<file path="config.mk">
export PLATFORM = sky130hd
export DESIGN_NAME = power_mode_clock_controller
export DESIGN_NICKNAME = d
export VERILOG_FILES = /design/src/shared/power_mode_pkg.sv /design/src/rtl/power_mode_clock_controller.sv
export SDC_FILE = /design/constraint.sdc
export NUM_CORES = 1
export LEC_CHECK = 0
export BUFFER_PORTS_ARGS = -buffer_cell sky130_fd_sc_hd__buf_4
export CORE_MARGIN = 2
export CORE_UTILIZATION = 45
export DETAILED_ROUTE_END_ITERATION = 10
export PLACE_DENSITY = 0.74
export SYNTH_ARGS = -nofsm -noshare
export SYNTH_HDL_FRONTEND = slang
export SYNTH_SLANG_ARGS = --single-unit
</file>
<file path="constraint.sdc">
create_clock -name hclk -period 1.8 [get_ports hclk]
set_input_delay 0.36 -clock hclk [delete_from_list [all_inputs] [get_ports hclk]]
set_output_delay 0.36 -clock hclk [all_outputs]
set_load 0.01 [all_outputs]
</file>
<file path="src/shared/power_mode_pkg.sv">
// Purpose: constants, modes and carrier for the power mode clock controller
// Assumes: one 125 MHz bus clock, 32-bit AHB-Lite register access
// Notes: oscillator cycle counts are counted on synchronised oscillator edges
package power_mode_pkg;

  // ****************************************
  // register map (byte offsets)
  // ****************************************
  localparam logic [3:0] CLK_MODE_OFS = 4'h0; // clock_mode_register
  localparam logic [3:0] CTRL_OFS = 4'h4; // idle clock keep
  localparam logic [3:0] STATUS_OFS = 4'h8; // flags and current mode

  // ****************************************
  // field positions
  // ****************************************
  localparam int DIV_LSB = 5; // clock_divider_select [7:5]
  localparam int SLOW_RDY_BIT = 3; // slow_osc_ready, read only
  localparam int FAST_RDY_BIT = 2; // fast_osc_ready, read only
  localparam int IDLE_EN_BIT = 1; // idle_enable
  localparam int FAST_SEL_BIT = 0; // fast_clock_select
  localparam int KEEP_BIT = 7; // idle_clock_keep
  localparam int PDF_BIT = 0; // power_down_flag
  localparam int TO_BIT = 1; // watchdog_expired_flag
  localparam int MODE_LSB = 2; // current mode [4:2]

  // ****************************************
  // reset values
  // ****************************************
  localparam logic [2:0] DIV_RST = 3'h0;
  localparam logic IDLE_EN_RST = 1'b1;
  localparam logic FAST_SEL_RST = 1'b1;
  localparam logic KEEP_RST = 1'b0;

  // ****************************************
  // selection codes and timing counts
  // ****************************************
  localparam logic [2:0] DIV_SLOW_MAX = 3'h1; // 000 and 001 pick the slow clock
  localparam logic [3:0] DIV_LOG_BASE = 4'h8; // code c divides by 2**(8-c)
  localparam logic [10:0] FAST_READY_CYC = 11'h400; // 1024 fast cycles
  localparam logic [1:0] SLOW_READY_CYC = 2'h2; // ready within 1..2 slow cycles

  // operating modes
  typedef enum logic [2:0] {
    MODE_NORMAL,
    MODE_SLOW,
    MODE_IDLE_STOPPED,
    MODE_IDLE_RUNNING,
    MODE_SLEEP
  } mode_e;

  // clock gating levels and pulses toward the rest of the chip
  typedef struct packed {
    logic cpu_run; // cpu clock enabled
    logic sys_run; // system clock reaches peripherals
    logic time_base_run; // time-base clock enabled
    logic slow_run; // slow clock and watchdog clock
    logic fast_osc_on; // fast rc oscillator enable
    logic sys_tick; // one pulse per system clock period
    logic wdt_clear; // one-cycle watchdog clear
  } clock_ctrl_s;

endpackage

</file>
<file path="src/rtl/power_mode_clock_controller.sv">
// Purpose: operating mode, system clock source and divider, oscillator ready flags
// Assumes: oscillators toggle pins far slower than hclk; halt/wake come from hclk logic
// Notes: the system clock is produced as a tick pulse train on hclk
//
// The AHB-Lite slave port and the address map were chosen for this implementation.
`timescale 1ns/1ps

// Functional notes
// - five modes, cpu stopped in three
// - normal: fast clock divided 1 to 64
// - slow: slow clock, fast oscillator off
// - halt, idle disabled: enter sleep
// - halt, idle, no keep: idle clock stopped
// - halt, idle, keep: idle clock running
// - registers switch speed, only halt enters low power
// - slow chosen: fast oscillator and dividers stop
// - slow switch waits for slow oscillator ready
// - sleep: system and time-base clocks stop
// - low power holds memory, registers, ports
// - low power entry clears watchdog counter
// - entry sets power down, clears expired
// - idle stopped: time-base and slow run
// - idle running: system, time-base, slow run
// - divider codes select slow or fast/64../2
// - fast ready after 1024 cycles, low off
// - slow ready low in sleep, 1-2 cycles
module power_mode_clock_controller (
  input wire logic hclk,
  input wire logic hresetn,
  input wire logic ce,
  input wire logic hsel,
  input wire logic [31:0] haddr,
  input wire logic [1:0] htrans,
  input wire logic hwrite,
  input wire logic [2:0] hsize,
  input wire logic [31:0] hwdata,
  input wire logic hready,
  output logic hreadyout,
  output logic hresp,
  output logic [31:0] hrdata,
  input wire logic fast_osc_pin,
  input wire logic slow_osc_pin,
  input wire logic halt_req,
  input wire logic wake_req,
  input wire logic clr_wdt_req,
  input wire logic wdt_timeout,
  output power_mode_pkg::clock_ctrl_s clk_ctrl,
  output power_mode_pkg::mode_e mode
);

  // ****************************************
  // oscillator pin synchronisers
  // ****************************************
  logic [1:0] s1_q, s2_q, s3_q; // bit 0 fast, bit 1 slow
  logic [1:0] lvl_q; // filtered oscillator level
  logic [1:0] agree; // second and third stages match
  logic [1:0] rise; // filtered rising edge
  logic fast_edge, slow_edge;

  // three stages; only the second reads the first
  always_ff @(posedge hclk or negedge hresetn) begin
    if (!hresetn) begin
      s1_q <= 2'h0;
      s2_q <= 2'h0;
      s3_q <= 2'h0;
      lvl_q <= 2'h0;
    end else if (ce) begin
      s1_q <= {slow_osc_pin, fast_osc_pin};
      s2_q <= s1_q;
      s3_q <= s2_q;
      lvl_q <= (agree & s3_q) | (~agree & lvl_q);
    end
  end

  assign agree = ~(s2_q ^ s3_q);
  assign rise = agree & s3_q & ~lvl_q;
  assign fast_edge = rise[0];
  assign slow_edge = rise[1];

  // ****************************************
  // ahb-lite slave
  // ****************************************
  logic [2:0] div_q; // clock_divider_select
  logic idle_en_q; // idle_enable
  logic fast_sel_q; // fast_clock_select
  logic keep_q; // idle_clock_keep
  logic pdf_q; // power_down_flag
  logic to_q; // watchdog_expired_flag
  logic fast_rdy_q, slow_rdy_q;
  power_mode_pkg::mode_e mode_q;
  logic accept; // address phase taken
  logic wr_pend_q; // write data phase follows
  logic [3:0] wr_ofs_q;
  logic [31:0] rd_word; // read mux result
  logic [31:0] hrdata_q;

  // stall the bus while frozen so no transfer is lost
  assign hreadyout = ce;
  assign hresp = 1'b0;
  assign hrdata = hrdata_q;
  assign accept = ce & hsel & hready & htrans[1];

  // read mux; unmapped offsets read as zero
  always_comb begin
    rd_word = 32'h0;
    unique case (haddr[3:0])
      power_mode_pkg::CLK_MODE_OFS: begin
        rd_word[power_mode_pkg::DIV_LSB +: 3] = div_q;
        rd_word[power_mode_pkg::SLOW_RDY_BIT] = slow_rdy_q;
        rd_word[power_mode_pkg::FAST_RDY_BIT] = fast_rdy_q;
        rd_word[power_mode_pkg::IDLE_EN_BIT] = idle_en_q;
        rd_word[power_mode_pkg::FAST_SEL_BIT] = fast_sel_q;
      end
      power_mode_pkg::CTRL_OFS: begin
        rd_word[power_mode_pkg::KEEP_BIT] = keep_q;
      end
      power_mode_pkg::STATUS_OFS: begin
        rd_word[power_mode_pkg::PDF_BIT] = pdf_q;
        rd_word[power_mode_pkg::TO_BIT] = to_q;
        rd_word[power_mode_pkg::MODE_LSB +: 3] = mode_q;
      end
      default: rd_word = 32'h0;
    endcase
  end

  // capture the address phase; read data is ready in the data phase
  always_ff @(posedge hclk or negedge hresetn) begin
    if (!hresetn) begin
      wr_pend_q <= 1'b0;
      wr_ofs_q <= 4'h0;
      hrdata_q <= 32'h0;
    end else if (ce) begin
      wr_pend_q <= accept & hwrite;
      if (accept) begin
        wr_ofs_q <= haddr[3:0];
        hrdata_q <= hwrite ? 32'h0 : rd_word;
      end
    end
  end

  // software controls; mode speed changes only through these bits
  always_ff @(posedge hclk or negedge hresetn) begin
    if (!hresetn) begin
      div_q <= power_mode_pkg::DIV_RST;
      idle_en_q <= power_mode_pkg::IDLE_EN_RST;
      fast_sel_q <= power_mode_pkg::FAST_SEL_RST;
      keep_q <= power_mode_pkg::KEEP_RST;
    end else if (ce && wr_pend_q) begin
      if (wr_ofs_q == power_mode_pkg::CLK_MODE_OFS) begin
        div_q <= hwdata[power_mode_pkg::DIV_LSB +: 3];
        idle_en_q <= hwdata[power_mode_pkg::IDLE_EN_BIT];
        fast_sel_q <= hwdata[power_mode_pkg::FAST_SEL_BIT];
      end
      if (wr_ofs_q == power_mode_pkg::CTRL_OFS) begin
        keep_q <= hwdata[power_mode_pkg::KEEP_BIT];
      end
    end
  end

  // ****************************************
  // clock source and divider
  // ****************************************
  logic running; // cpu clocked
  logic req_fast; // software asks for the fast source
  logic [2:0] req_log; // requested log2 divide
  logic src_fast_q; // source in use
  logic [2:0] cur_log_q; // divide in use
  logic [5:0] cnt_q; // fast edges within one period
  logic tick_now; // period boundary of current source
  logic boundary; // safe point to change source
  logic fast_on;
  logic sys_tick_q;

  assign running = (mode_q == power_mode_pkg::MODE_NORMAL) | (mode_q == power_mode_pkg::MODE_SLOW);
  assign req_fast = fast_sel_q | (div_q > power_mode_pkg::DIV_SLOW_MAX);
  assign req_log = fast_sel_q ? 3'h0 : 3'(power_mode_pkg::DIV_LOG_BASE - {1'b0, div_q});
  assign tick_now = src_fast_q ? (fast_edge && cnt_q == 6'((7'h1 << cur_log_q) - 7'h1)) : slow_edge;
  // a stopped source has no pulse to cut, so it may be swapped at once
  assign boundary = tick_now | (src_fast_q & ~fast_on);

  // fast oscillator runs only while the fast source is wanted or in use
  assign fast_on = (running & (req_fast | src_fast_q))
    | (mode_q == power_mode_pkg::MODE_IDLE_RUNNING & src_fast_q);

  // the new source starts a whole period at a boundary, never a runt
  always_ff @(posedge hclk or negedge hresetn) begin
    if (!hresetn) begin
      src_fast_q <= 1'b1;
      cur_log_q <= 3'h0;
      cnt_q <= 6'h0;
    end else if (ce) begin
      if (boundary && (req_fast || slow_rdy_q)) begin
        src_fast_q <= req_fast;
        cur_log_q <= req_log;
        cnt_q <= 6'h0;
      end else if (tick_now) begin
        cnt_q <= 6'h0; // a held-off switch must not stretch the period
      end else if (src_fast_q && fast_edge) begin
        cnt_q <= cnt_q + 6'h1;
      end
    end
  end

  // system clock pulses reach logic only in modes that keep it
  always_ff @(posedge hclk or negedge hresetn) begin
    if (!hresetn) begin
      sys_tick_q <= 1'b0;
    end else if (ce) begin
      sys_tick_q <= tick_now & (running | mode_q == power_mode_pkg::MODE_IDLE_RUNNING);
    end
  end

  // ****************************************
  // oscillator ready flags
  // ****************************************
  logic [10:0] fcnt_q; // fast cycles since enable
  logic [1:0] scnt_q; // slow cycles since leaving sleep

  // fast ready: cleared while the oscillator is off and at the halt that stops it, set after 1024 cycles
  always_ff @(posedge hclk or negedge hresetn) begin
    if (!hresetn) begin
      fcnt_q <= 11'h0;
      fast_rdy_q <= 1'b0;
    end else if (ce) begin
      if (!fast_on || (halt_go && !(idle_en_q && keep_q))) begin
        fcnt_q <= 11'h0;
        fast_rdy_q <= 1'b0;
      end else if (fast_edge && !fast_rdy_q) begin
        fcnt_q <= fcnt_q + 11'h1;
        fast_rdy_q <= (fcnt_q + 11'h1) == power_mode_pkg::FAST_READY_CYC;
      end
    end
  end

  // slow ready: low in sleep, high on the second slow edge after
  always_ff @(posedge hclk or negedge hresetn) begin
    if (!hresetn) begin
      scnt_q <= 2'h0;
      slow_rdy_q <= 1'b0;
    end else if (ce) begin
      if (mode_q == power_mode_pkg::MODE_SLEEP) begin
        scnt_q <= 2'h0;
        slow_rdy_q <= 1'b0;
      end else if (slow_edge && !slow_rdy_q) begin
        scnt_q <= scnt_q + 2'h1;
        slow_rdy_q <= (scnt_q + 2'h1) == power_mode_pkg::SLOW_READY_CYC;
      end
    end
  end

  // ****************************************
  // operating mode and halt effects
  // ****************************************
  logic halt_go; // halt taken from a running mode
  logic wdt_clear_q;

  assign halt_go = halt_req & running;

  // halt picks the low-power mode; wake returns to the source in use
  always_ff @(posedge hclk or negedge hresetn) begin
    if (!hresetn) begin
      mode_q <= power_mode_pkg::MODE_NORMAL;
    end else if (ce) begin
      if (halt_go) begin
        if (!idle_en_q) begin
          mode_q <= power_mode_pkg::MODE_SLEEP;
        end else if (keep_q) begin
          mode_q <= power_mode_pkg::MODE_IDLE_RUNNING;
        end else begin
          mode_q <= power_mode_pkg::MODE_IDLE_STOPPED;
        end
      end else if (running || wake_req) begin
        mode_q <= src_fast_q ? power_mode_pkg::MODE_NORMAL : power_mode_pkg::MODE_SLOW;
      end
    end
  end

  // status flags; a set arriving with its clear wins
  always_ff @(posedge hclk or negedge hresetn) begin
    if (!hresetn) begin
      pdf_q <= 1'b0;
      to_q <= 1'b0;
      wdt_clear_q <= 1'b0;
    end else if (ce) begin
      wdt_clear_q <= halt_go;
      if (halt_go) begin
        pdf_q <= 1'b1;
      end else if (clr_wdt_req) begin
        pdf_q <= 1'b0;
      end
      if (wdt_timeout) begin
        to_q <= 1'b1;
      end else if (halt_go) begin
        to_q <= 1'b0;
      end
    end
  end

  // cpu gating freezes memory, registers and ports while halted
  assign clk_ctrl.cpu_run = running;
  assign clk_ctrl.sys_run = running | (mode_q == power_mode_pkg::MODE_IDLE_RUNNING);
  assign clk_ctrl.time_base_run = mode_q != power_mode_pkg::MODE_SLEEP;
  assign clk_ctrl.slow_run = 1'b1;
  assign clk_ctrl.fast_osc_on = fast_on;
  assign clk_ctrl.sys_tick = sys_tick_q;
  assign clk_ctrl.wdt_clear = wdt_clear_q;
  assign mode = mode_q;
endmodule // power_mode_clock_controller

</file>
==> run summary <==
Peak VDD IR - 994 µV
CTS buffer count - 9
syn_area_per_cell - 9.72 µm²
DRT Pass-1 Iters - 4
Total Routing Usage GR - 20.6%
post-route cell area - 4420 µm²
number of remaining DRC errors - 0
sequential element share of the synthesized area - 45.2%
dpl hpwl - 5.07 mm
Setup TNS - -3.21 ns
# Max-Cap Violations - 0
Clock transition at path regs - 0.06 ns
post-synth top area share - 42.8%
fmax - 0.470 GHz
layout cell share with drive strength beyond 1 - 40.1%
final setup fails - 21
DR WL/cell - 14.6 µm
CP Launch Type - flop
die area - 7970 µm²
row cnt - 31
Die Y - 89.3 µm
distinct cell type count after synthesis - 54
period utilization - 118%
Yosys reg bits - 59
final non-filler cell total - 533
fin. max-slew vios - 0
relative slew slack - 50.6%
DP Area - 3880 µm²
final critical-path required period - 2.13 ns
CTS tree - done
DRT antenna net count - 0
area delta synth->final - 35.0%
vias in the first global route - 2,722
RSZ-0062 raised after global routing - true
global route overflow - 0
Diodes inserted - 0
worst hold-check path type - in2async
Final Total Pwr - 5.47 mW
asr flop ratio synth - 100%
Netlist Area Pre-Place - 3270 µm²
Final WS setup - -0.326 ns
FILL cells - 587
Post-synth top flop - dfrtp_1
gp weighted congestion - 0.792
global-route wire length before repair - 12.5 mm
largest net degree at the start of global routing - 60
Vias/cell - 5.13
endpoint class of the critical path - output port
initial antenna violation count - 0
commonest cells after routing, fill and taps aside - 87 x buf_4, 55 x dfrtp_1, 39 x nand2_1, 26 x conb_1
hold slack final - 0.0940 ns
Crit Path Class - reg2out
failing checks - setup timing
CTS max path bufs - 2
cells after synthesis - 337
synth top area cells - dfrtp_1 43%, buf_4 7.1%, mux2_2 5.5%
Clock Root Buffer - clkbuf_8
DRT iter0 DRCs - 132
P_leak - 2.10 nW
Top Ports - 125
Horiz. Die Dim - 89.3 µm
Clk Latency, worst-skew pair - 0.34 ns
power per cell area - 1240 nW/µm²
status - complete, but fails checks
Yosys top cell by area - dfrtp_1
worst path required time - 1.44 ns
nets - 518
YS warnings - 0
DP Cell Count - 504
starting density of the core - 45.9%
H-tree depth - 3
Fin. Hold Viols - 0
worst-path fanout max - 3
Least-Margin Pin Slew - 0.741 ns
Post-synth EDFFs - 0
leading cell type in the layout, fill and taps excluded - buf_4
Worst Clk Skew - 0.00972 ns
detailed-route wire length - 7.80 mm
critical path arrival - 1.77 ns
routed vias - 2,732
CTS sink count - 59
Port Buffers - 39
Core Box Area - 7140 µm²
==> cells by family (layout without fill, tap and decap cells) <==
logic type	after synthesis	in the layout	synth area share, %
mux	21	21	7.15
flops	59	59	45.2
other cells	2	26	0.229
simple gates	114	114	17.7
compound gates	73	73	14.9
xor+xnor	7	7	1.87
fa+ha+maj	9	9	3.40
buf+inv	52	125	9.55
==> cell type report <==
class | instances | area [µm²] | share of cell area [%]
flip-flops and latches | 59 | 1480 | 33.5
clock buffers | 15 | 186 | 4.22
well taps | 99 | 124 | 2.80
multi-input cells | 250 | 1770 | 40.0
clock inverters | 1 | 30.0 | 0.680
repair buffers | 98 | 790 | 17.9
inverters | 11 | 41.3 | 0.934
==> report_power, final <==
| group | internal [mW] | switching [mW] |
|---|---|---|
| Combinational | 1.20 | 1.08 |
| Sequential | 1.61 | 0.277 |
| Clock | 0.793 | 0.512 |
==> through the flow <==
stage	utilization [%]	setup slack, ns
finish	61.9	-0.326
global route	61.9	-0.387
CTS	59.0	-0.293
detailed placement	54.4	-0.232
global placement	54.4	-0.194
floorplan	-	-0.137
==> per-layer routing <==
layer	global-route usage, %	up-vias	routed length, µm
met2	33.8	59	4030
met1	26.0	1345	3390
met4	8.68	0	119
met3	5.08	13	253
met5	0	-	0
li1	-	1315	-
==> sequential cells by signal (all words and copies together) (netlist names), 2 cells and up, named ones only <==
name,cells
fcnt_q,11
wr_ofs_q,4
s3_q,2
scnt_q,2
hrdata,8
s2_q,2
cnt_q,6
mode,3
div_q,3
cur_log_q,3
s1_q,2
==> critical path, stage by stage (launching register included) <==
cell,delay [ns]
dfrtp_1,0.43
inv_2,0.11
ha_4,0.12
o21ba_4,0.15
o31a_1,0.30
nor2_2,0.16
inv_2,0.06
buf_6,0.12
==> repair_timing <==
action                     4_1_cts  5_1_grt
setup buffers                    5        9
pin swaps                        3       23
gates cloned                     0        1
setup endpoints to repair       22       25
gates resized for setup         19       40
hold buffers                     0        0
==> path summary, 6_finish.rpt <==
path	from	to	slack [ns]	cells after the start
max	div_q[1]	clk_ctrl[2]	-0.33	7
min	hresetn	pdf_q	0.09	1
max reg2reg	cur_log_q[0]	cur_log_q[1]	-0.27	6
min reg2reg	sys_tick_q	sys_tick_q	0.48	1
max in group asynchronous	hresetn	div_q[0]	1.19	1
min in group hclk	haddr[3]	hrdata[7]	0.24	2
==> cells in the mapped netlist, types with 4 or more instances <==
cell	count
ha_1	8
o21ai_1	9
nor2_1	18
nand2_1	42
o21ai_0	18
inv_1	11
nor2b_1	7
a22oi_1	4
clkbuf_1	7
dfrtp_1	56
nand3_1	15
xnor2_1	5
nand4_1	5
mux2_2	16
buf_4	31
nor3b_1	4
a21oi_1	11
o31ai_1	4
a22o_1	6
Note: power is estimated with default switching activity, not from simulation.
